==> config.mk <==
export PLATFORM = sky130hd
export DESIGN_NAME = ckc_device_flat
export DESIGN_NICKNAME = d
export VERILOG_FILES = /design/src/core/ckc_pkg.sv /design/src/core/ckc_link_if.sv /design/src/core/ckc_device.sv /design/src/flat_wrapper.sv
export SDC_FILE = /design/constraint.sdc
export NUM_CORES = 1
export LEC_CHECK = 0
export BUFFER_PORTS_ARGS = -buffer_cell sky130_fd_sc_hd__buf_2
export CELL_PAD_IN_SITES_DETAIL_PLACEMENT = 1
export CELL_PAD_IN_SITES_GLOBAL_PLACEMENT = 1
export CORE_MARGIN = 2
export CORE_UTILIZATION = 38
export CTS_CLUSTER_DIAMETER = 80
export CTS_CLUSTER_SIZE = 25
export DETAILED_ROUTE_END_ITERATION = 8
export PLACE_DENSITY_LB_ADDON = 0.1
export SLEW_MARGIN = 40
export SYNTH_ARGS = -nofsm -noshare
export SYNTH_HDL_FRONTEND = slang
export SYNTH_SLANG_ARGS = --single-unit
==> constraint.sdc <==
create_clock -name clock -period 1.8 [get_ports clock]
set_input_delay 0.09 -clock clock [delete_from_list [all_inputs] [get_ports clock]]
set_output_delay 0.09 -clock clock [all_outputs]
set_load 0.01 [all_outputs]
==> src/core/ckc_pkg.sv <==
// Operation
// checksum is exactly eight bits wide
// polynomial x^8+x^2+x+1, binary 100000111
// message extended by eight zero bits
// align polynomial to top set bit, xor
// stop below polynomial; remainder is checksum
// command then data, msb first, one message
// checksum sent right after last payload byte
// write 8-24 data bits, read 8-32 bits
// continuous read implies command byte in checksum
// device flags mismatched write checksum as error
// serial xor shift register from zero allowed
package ckc_pkg;
  localparam int CKC_CRC_W = 8;
  localparam logic [7:0] CKC_POLY = 8'h07;
  localparam logic [7:0] CKC_CRC_INIT = 8'h00;
  localparam logic [7:0] CKC_CONT_READ_CMD = 8'h42;
  localparam logic [5:0] CKC_CMD_BITS = 6'h08;
  localparam logic [5:0] CKC_WR_MIN_BITS = 6'h08;
  localparam logic [5:0] CKC_WR_MAX_BITS = 6'h18;
  localparam logic [5:0] CKC_RD_MAX_BITS = 6'h20;

  // one msb-first message bit through the divider
  function automatic logic [7:0] ckc_step(input logic [7:0] crc, input logic bit_in);
    logic fb;
    fb = crc[7] ^ bit_in;
    ckc_step = {crc[6:0], 1'b0} ^ (fb ? CKC_POLY : 8'h00);
  endfunction : ckc_step
endpackage : ckc_pkg

==> src/core/ckc_link_if.sv <==
`timescale 1ns/1ns
// bit-serial link, one bit per clock, msb first, checksum follows payload
interface ckc_link_if;
  logic h2d_valid;
  logic h2d_bit;
  logic h2d_last;
  logic d2h_valid;
  logic d2h_bit;
  logic d2h_last;
  modport device (input h2d_valid, input h2d_bit, input h2d_last,
                  output d2h_valid, output d2h_bit, output d2h_last);
  modport host (output h2d_valid, output h2d_bit, output h2d_last,
                input d2h_valid, input d2h_bit, input d2h_last);
endinterface : ckc_link_if

==> src/core/ckc_device.sv <==
`timescale 1ns/1ns
// device end: checks received frames, appends checksum to replies
module ckc_device
  import ckc_pkg::*;
(
  input wire logic clock,
  input wire logic rst_b,
  ckc_link_if.device link,
  input wire logic cont_read_mode,
  input wire logic tx_start,
  input wire logic [31:0] tx_word,
  input wire logic [5:0] tx_bits,
  output logic [31:0] rx_word,
  output logic [5:0] rx_bits,
  output logic rx_done,
  output logic crc_err,
  output logic tx_busy
);
  typedef enum logic [1:0] {CKC_D_IDLE, CKC_D_CMD, CKC_D_DATA, CKC_D_CRC} ckc_dstate_t;

  // receive: whole frame incl. trailing checksum shifted through divider
  logic [7:0] rcrc_reg, rcrc_next;
  logic [39:0] rsh_reg, rsh_next;
  logic [5:0] rcnt_reg, rcnt_next;
  logic [31:0] rxw_reg, rxw_next;
  logic [5:0] rxb_reg, rxb_next;
  logic done_reg, done_next;
  logic err_reg, err_next;
  logic [7:0] rstep;

  always_comb begin
    rcrc_next = rcrc_reg;
    rsh_next = rsh_reg;
    rcnt_next = rcnt_reg;
    rxw_next = rxw_reg;
    rxb_next = rxb_reg;
    done_next = 1'b0;
    err_next = err_reg;
    rstep = ckc_step(rcrc_reg, link.h2d_bit);
    if (link.h2d_valid) begin
      // a frame checked over data plus its own checksum leaves zero
      rcrc_next = rstep;
      rsh_next = {rsh_reg[38:0], link.h2d_bit};
      rcnt_next = rcnt_reg + 6'h01;
      if (link.h2d_last) begin
        rcrc_next = CKC_CRC_INIT;
        rcnt_next = 6'h00;
        done_next = 1'b1;
        // payload excludes command and checksum bytes
        rxb_next = rcnt_reg + 6'h01 - CKC_CMD_BITS - 6'(CKC_CRC_W);
        rxw_next = rsh_next[39:8];
        // each frame starts from an empty shifter, so short frames read back zero-filled
        rsh_next = 40'h00_0000_0000;
        if (rstep != CKC_CRC_INIT) begin
          err_next = 1'b1;
        end
      end
    end
  end

  always_ff @(posedge clock or negedge rst_b) begin
    if (!rst_b) begin
      rcrc_reg <= 8'h00;
      rsh_reg <= 40'h00_0000_0000;
      rcnt_reg <= 6'h00;
      rxw_reg <= 32'h0000_0000;
      rxb_reg <= 6'h00;
      done_reg <= 1'b0;
      err_reg <= 1'b0;
    end else begin
      rcrc_reg <= rcrc_next;
      rsh_reg <= rsh_next;
      rcnt_reg <= rcnt_next;
      rxw_reg <= rxw_next;
      rxb_reg <= rxb_next;
      done_reg <= done_next;
      err_reg <= err_next;
    end
  end

  // transmit: implied command seeds divider in continuous read
  ckc_dstate_t ts_reg, ts_next;
  logic [7:0] tcrc_reg, tcrc_next;
  logic [31:0] tsh_reg, tsh_next;
  logic [5:0] tcnt_reg, tcnt_next;
  logic [7:0] tcmd_reg, tcmd_next;
  logic [5:0] icnt_reg, icnt_next;
  logic busy_reg, busy_next;
  logic tv_reg, tv_next;
  logic tb_reg, tb_next;
  logic tl_reg, tl_next;

  always_comb begin
    ts_next = ts_reg;
    tcrc_next = tcrc_reg;
    tsh_next = tsh_reg;
    tcnt_next = tcnt_reg;
    tv_next = 1'b0;
    tb_next = 1'b0;
    tl_next = 1'b0;
    case (ts_reg)
      CKC_D_IDLE: begin
        if (tx_start) begin
          tsh_next = tx_word << (6'd32 - tx_bits);
          tcnt_next = tx_bits;
          tcrc_next = CKC_CRC_INIT;
          ts_next = cont_read_mode ? CKC_D_CMD : CKC_D_DATA;
          if (cont_read_mode) begin
            tcnt_next = tx_bits;
          end
        end
      end
      CKC_D_CMD: begin
        // implied byte enters the checksum but is never sent
        tcrc_next = ckc_step(tcrc_reg, tcmd_reg[7]);
        if (icnt_reg == 6'h01) begin
          ts_next = CKC_D_DATA;
        end
      end
      CKC_D_DATA: begin
        tv_next = 1'b1;
        tb_next = tsh_reg[31];
        tcrc_next = ckc_step(tcrc_reg, tsh_reg[31]);
        tsh_next = {tsh_reg[30:0], 1'b0};
        tcnt_next = tcnt_reg - 6'h01;
        if (tcnt_reg == 6'h01) begin
          ts_next = CKC_D_CRC;
          tcnt_next = 6'(CKC_CRC_W);
        end
      end
      CKC_D_CRC: begin
        // remainder after eight zero shifts equals the divider state
        tv_next = 1'b1;
        tb_next = tcrc_reg[7];
        tcrc_next = {tcrc_reg[6:0], 1'b0};
        tcnt_next = tcnt_reg - 6'h01;
        if (tcnt_reg == 6'h01) begin
          tl_next = 1'b1;
          ts_next = CKC_D_IDLE;
        end
      end
      default: ts_next = CKC_D_IDLE;
    endcase
  end

  always_ff @(posedge clock or negedge rst_b) begin
    if (!rst_b) begin
      ts_reg <= CKC_D_IDLE;
      tcrc_reg <= 8'h00;
      tsh_reg <= 32'h0000_0000;
      tcnt_reg <= 6'h00;
      tv_reg <= 1'b0;
      tb_reg <= 1'b0;
      tl_reg <= 1'b0;
    end else begin
      ts_reg <= ts_next;
      tcrc_reg <= tcrc_next;
      tsh_reg <= tsh_next;
      tcnt_reg <= tcnt_next;
      tv_reg <= tv_next;
      tb_reg <= tb_next;
      tl_reg <= tl_next;
    end
  end

  // implied command counted out by bit, not by an emptied shifter, so any code works
  always_comb begin
    tcmd_next = tcmd_reg;
    icnt_next = icnt_reg;
    if (ts_reg == CKC_D_IDLE && tx_start) begin
      tcmd_next = CKC_CONT_READ_CMD;
      icnt_next = CKC_CMD_BITS;
    end else if (ts_reg == CKC_D_CMD) begin
      tcmd_next = {tcmd_reg[6:0], 1'b0};
      icnt_next = icnt_reg - 6'h01;
    end
  end

  always_ff @(posedge clock or negedge rst_b) begin
    if (!rst_b) begin
      tcmd_reg <= 8'h00;
      icnt_reg <= 6'h00;
    end else begin
      tcmd_reg <= tcmd_next;
      icnt_reg <= icnt_next;
    end
  end

  // busy comes from its own flop so it never carries decode glitches of the state bits
  always_comb begin
    busy_next = (ts_next != CKC_D_IDLE);
  end

  always_ff @(posedge clock or negedge rst_b) begin
    if (!rst_b) begin
      busy_reg <= 1'b0;
    end else begin
      busy_reg <= busy_next;
    end
  end

  assign link.d2h_valid = tv_reg;
  assign link.d2h_bit = tb_reg;
  assign link.d2h_last = tl_reg;
  assign rx_word = rxw_reg;
  assign rx_bits = rxb_reg;
  assign rx_done = done_reg;
  // sticky until reset; no software clear exists here
  assign crc_err = err_reg;
  assign tx_busy = busy_reg;
endmodule : ckc_device

==> src/flat_wrapper.sv <==
// flat-port wrapper written by rule: the top's interface ports become plain ports
module ckc_device_flat import ckc_pkg::*;
  (clock, rst_b, cont_read_mode, tx_start, tx_word, tx_bits, rx_word, rx_bits, rx_done, crc_err, tx_busy, link_h2d_valid, link_h2d_bit, link_h2d_last, link_d2h_valid, link_d2h_bit, link_d2h_last);
  ckc_link_if link_i ();
  input wire logic clock;
  input wire logic rst_b;
  input wire logic cont_read_mode;
  input wire logic tx_start;
  input wire logic [31:0] tx_word;
  input wire logic [5:0] tx_bits;
  output logic [31:0] rx_word;
  output logic [5:0] rx_bits;
  output logic rx_done;
  output logic crc_err;
  output logic tx_busy;
  input wire logic [$bits(link_i.h2d_valid)-1:0] link_h2d_valid;
  input wire logic [$bits(link_i.h2d_bit)-1:0] link_h2d_bit;
  input wire logic [$bits(link_i.h2d_last)-1:0] link_h2d_last;
  output wire logic [$bits(link_i.d2h_valid)-1:0] link_d2h_valid;
  output wire logic [$bits(link_i.d2h_bit)-1:0] link_d2h_bit;
  output wire logic [$bits(link_i.d2h_last)-1:0] link_d2h_last;
  assign link_i.h2d_valid = link_h2d_valid;
  assign link_i.h2d_bit = link_h2d_bit;
  assign link_i.h2d_last = link_h2d_last;
  assign link_d2h_valid = link_i.d2h_valid;
  assign link_d2h_bit = link_i.d2h_bit;
  assign link_d2h_last = link_i.d2h_last;
  ckc_device u_core (.clock(clock), .rst_b(rst_b), .link(link_i), .cont_read_mode(cont_read_mode), .tx_start(tx_start), .tx_word(tx_word), .tx_bits(tx_bits), .rx_word(rx_word), .rx_bits(rx_bits), .rx_done(rx_done), .crc_err(crc_err), .tx_busy(tx_busy));
endmodule
## Yosys cells after proc, flatten, opt, wreduce, memory -nomap -nowiden

Cells that the tools add are included.

- Register bits after elaboration: 159
- Input port bits: 45
- Output and inout bits: 44

- $add $sub $neg: 6
- Equal/unequal tests: 6
- Shift-type cells: 1
- Multiplexer cells: 29
- Bitwise logic cells: 6
- Reductions and logical operators: 12

Operators by type and width:

| cell | count |
|---|---|
| 32-bit case mux with 2 select lines | 1 |
| 39-bit two-way mux | 1 |
| 32-bit two-way mux | 1 |
| 8-bit two-way mux | 4 |
| 8-bit case mux with 4 select lines | 1 |
| 32-bit by 6-bit << shifter with 32-bit output | 1 |
| 6-bit two-way mux | 5 |
| 8-bit XOR | 3 |
| 6-bit case mux with 3 select lines | 1 |
| 6-bit by 1-bit equality test with 1-bit output, second input constant | 2 |
| 6-bit by 1-bit subtractor with 6-bit output, second input constant | 2 |
| 6-bit by 4-bit subtractor with 6-bit output, second input constant | 2 |
| 2-bit two-way mux | 5 |
| 3-bit two-way mux | 3 |
| 2-bit case mux with 4 select lines | 1 |
| 8-bit nonzero test | 1 |
| 6-bit by 1-bit adder with 6-bit output, second input constant | 1 |
| 2-bit AND reduction | 3 |
| 2-bit nonzero test | 3 |
| 6-bit subtractor, first input constant | 1 |
| 1-bit two-way mux | 5 |
| 2-bit equality test, second input constant | 2 |
| 3-bit AND reduction | 1 |
| 3-bit nonzero test | 1 |
| other kinds (7) | 9 |

## Depth between registers and ports, before layout

- Depth in word-level cells: 5
- Mapped depth: 12
- Depth with buffers taken out: 7

## Least setup slack after synthesis

No wires, ideal clock.

- Kind: in2reg
- From: input tx_bits[0]
- To: register u_core.tsh_reg[30]
- Library setup time: 0.127 ns
- Arrival time: 2.263 ns
- Data required time: 1.673 ns
- Slack: -0.590 ns
- Stages: 11
- Path buffers: 5
- Path through: inv_1 -> buf_2 -> ha_1 -> buf_2 -> buf_4 -> buf_4 -> buf_2 -> mux4_2 -> mux2i_1 -> mux2i_1 -> a221o_2

- Word-level cells in the longest chain between the ends: 4

Ends and longest elaborated chain:

| what | line | source |
|---|---|---|
| from (decl) | flat_wrapper.sv:10 | `input wire logic [5:0] tx_bits;` |
| 6-bit subtractor | ckc_device.sv:104 | `tsh_next = tx_word << (6'd32 - tx_bits);` |
| 32-bit by 6-bit << shifter with 32-bit output | ckc_device.sv:104 |  |
| 32-bit two-way mux | ckc_device.sv:103 | `if (tx_start) begin` |
| 32-bit case mux with 2 select lines | ckc_device.sv:101 | `case (ts_reg)` |
| to (signal assigned) | ckc_device.sv:158 | `tsh_reg <= tsh_next;` |
| to (decl) | ckc_device.sv:84 | `logic [31:0] tsh_reg, tsh_next;` |

Every way passes these cells. The select of a mux whose other input is x is not followed.
A chain may end at the register's enable or synchronous reset.

## Final worst setup path

Same ends and word-level chain as after synthesis.

==> metrics.md <==
| Metric | Value |
|---|---|
| Reg2reg setup slack | 150 ps |
| Number of global-route vias before repair | 7426 |
| Worst-Skew Late Latency | 430 ps |
| H-tree depth | 4 |
| VDD IR max | 0.4932 mV |
| WL final | 23.57 mm |
| Status | finished, final reports clean |
| Clk pwr share | 0.417 |
| Remaining Overflow, GRT | 0 |
| Setup ws final | 74.39 ps |
| Antenna Violating Nets Remaining | 0 |
| Count of different cell masters after synthesis | 56 |
| Final setup fails | 0 |
| Fmax | 579.5 MHz |
| Core ar. | 21890 um^2 |
| Critical path buffers and inverters | 3 |
| Stages on worst setup path | 9 |
| Worst Setup Start Kind | primary input |
| Sw power | 2.578 mW |
| Crit path time final | 1726 ps |
| Cts bufs inserted | 17 |
| Internal Power | 6.138 mW |
| Area of the mapped netlist | 8504 um^2 |
| Port bufs | 88 |
| Final core utilization | 0.4834 |
| Slew Viols, Final | 0 |
| Worst Path Max Fanout | 13 |
| Die X | 153.6 um |
| Via count | 6956 |
| First-pass GRT wire length | 39.07 mm |
| Initial antenna violation count | 0 |
| Overall die area | 23590 um^2 |
| Max reg flops | 39 |
| Share of the synthesized area in the top cell type | 0.4649 |
| Clock buffer depth | 2 |
| Multi-input combinational cell area | 4167 um^2 |
| Syn avg cell area | 9.947 um^2 |
| Placed cell count | 1247 |
| CP peak stage delay | 370 ps |
| Die H | 153.6 um |
| Initial cell density of the core | 0.3885 |
| Area leader, netlist | dfrtp_1 |
| Post-synth top cells | dfrtp_1 (158), o21ai_0 (115), nand2_1 (92) |
| Setup CP Type | primary input to flop |
| Worst-margin pin slew | 487.3 ps |
| CP Capture Type | flop |
| CTS sink cnt | 158 |
| Critical path required time | 2110 ps |
| Count leader, synth | dfrtp_1 |
| Top post-synthesis cells by area | dfrtp_1 (46%), mux2i_1 (7.2%), o21ai_0 (6.8%) |
| Clk_skew | 10.07 ps |
| Pre-CTS WS | -609.5 ps |
| Register Area | 3954 um^2 |
| Pwr dens | 823.6 nW/um^2 |
| Worst slew margin | 0.6740 |
| NumNets Final | 1044 |
| Post-synth EDFFs | 0 |
| Post-DP HPWL | 16.99 mm |
| Reg-to-reg endpoint | u_core.tsh_reg[30] |
| Syn Nets | 907 |
| Largest net degree at the start of global routing | 69 |
| RSZ-0062 raised after global routing | no |
| Sequential Power Share | 0.418 |
| Worst R2R Start | u_core.ts_reg[1] |
| Comb pwr share | 0.165 |
| Hold/Removal Path Class | primary input to flop |
| Register area share after synthesis | 0.4649 |
| CP arrival | 2040 ps |
| Slowest-stage cell, CP | ha_4 |
| Synth warn | 0 |
| Syn Inst Count | 855 |
| Non-Filler Instances | 1285 |
| Leak | 4.833 nW |
| Final Hold Viols | 0 |
| Fill cell count | 2483 |
| Worst R2R Path Depth | 6 |
| Post-synth top flop | dfrtp_1 |
| Placer congestion estimate | 0.8448 |
| CTS clk-pin slew, worst paths | 70 ps |
| Ratio of cells with drive above 1 in the final layout | 0.2836 |
| CP Launch Point | tx_bits[0] |
| Maxcap violations | 0 |
| CTS Root Cell | clkbuf_16 |
| Cell Rows | 54 |
| GRT Util Overall | 0.2040 |
| DR DRC count | 0 |
| IO Pins | 89 |
| CP delay by family, top | multiplexers |
| DRT iter0 DRCs | 400 |
| Worst-path cell chain | clkbuf_4 > inv_16 > ha_4 > buf_4 > mux4_2 > mux2_2 > nor2_1 > a21oi_1 > a221o_2 |
| Area grow syn2layout | 24.42% |
| Vias per cell | 5.413 |
| Seq cells post-synth | 158 |
| Ys async rst share | 1.000 |
| Final cycle utilization of the critical path | 0.9587 |
| Drt wl/cell | 18.34 um |
| Sw Ratio | 0.2958 |
| TritonCTS clock tree | built |
| DR pass1 iterations | 4 |
| End of the critical path | u_core.tsh_reg[30] |
| Diodes inserted | 0 |
[cells by family (layout without fill, tap and decap cells)]
group / count (synthesis) / after routing / synth area share
AND/OR/NAND/NOR: 240 / 240 / 0.1498
AO/OA/AOI/OAI: 203 / 203 / 0.1414
buffers and inverters: 123 / 273 / 0.05944
multiplexers: 103 / 103 / 0.1504
XOR/XNOR: 21 / 21 / 0.02383
adder cells (fa/ha/maj): 7 / 7 / 0.01030
flip-flops: 158 / 158 / 0.4649
[timing repair]
action,CTS,global route
setup endpoints to repair,14,29
hold buffers,3,0
pin swaps,1,4
setup buffers,1,2
resized for setup,5,17
endpoints found under the hold margin,151,0
[metrics by stage]
step / setup TNS, ps / hold slack (ps) / total power, mW / instance area [um^2]
6_report: 0 / 30.55 / 8.715 / 10580
5_1_grt: 0 / 49.80 / 9.080 / 10580
4_1_cts: 0 / 17.11 / 8.768 / 10490
3_5_place_dp: -11520 / 21.38 / 5.110 / 9836
3_3_place_gp: -9834 / 19.83 / 5.072 / 9836
2_1_floorplan: -1447 / -205.6 / 4.503 / 8601
[cell type report]
cell class                      instances  area share
Clock inverter                         15     0.01632
Clock buffer                           17     0.04020
Multi-Input combinational cell        574      0.3938
Timing Repair Buffer                  180      0.1198
Tap cell                              280     0.03311
Inverter                               61     0.02318
Sequential cell                       158      0.3737
[worst min-delay path by stage]
| stage | cells after the start | to | slack [ps] | from |
|---|---|---|---|---|
| floorplan | 0 | u_core.crc_err | -210 | rst_b |
| global placement | 1 | u_core.rcnt_reg[5] | 20 | rst_b |
| detailed placement | 1 | u_core.rcnt_reg[5] | 20 | rst_b |
| CTS | 3 | u_core.tcnt_reg[5] | 20 | tx_bits[5] |
| global route | 3 | u_core.tcnt_reg[5] | 50 | tx_bits[5] |
| finish | 3 | u_core.tcnt_reg[5] | 30 | tx_bits[5] |
[worst register-to-register path, stage by stage (launching register included)]
cell     delay [ps]
dfrtp_1         400
nor2_1          200
nand2_2         190
buf_4           230
a21oi_1         150
nor2_1           70
a221o_2         290
[power by group through the flow]
stage	sequential, mW	combinational, mW	clock [mW]
final	3.65	1.44	3.63
after global routing	3.65	1.57	3.86
after CTS	3.65	1.41	3.71
after global placement	3.71	1.36	0
after floorplan	3.71	0.790	0
after detailed placement	3.72	1.39	0
[per-layer routing]
layer  share of wire  GRT usage
met3           0.030    0.03326
met5               0          0
met2            0.50     0.3528
met4           0.015    0.05810
met1            0.45     0.2652
[cells in the final DEF (no fill, tap or decap), types with 5 or more instances in the layout]
cell type	count
nand2_1	90
o221ai_1	10
inv_1	59
a21oi_1	22
ha_1	6
mux4_2	17
nand3_1	25
dfrtp_1	158
mux2i_1	55
buf_4	78
mux2_2	25
o21ai_0	112
and3_1	6
nor3_1	5
xor2_1	6
buf_2	86
a22oi_1	15
xnor2_1	13
nand3b_1	53
clkbuf_16	17
o22ai_1	16
nor2_1	29
inv_8	6
buf_12	9
(Power assumes the default switching activity.)
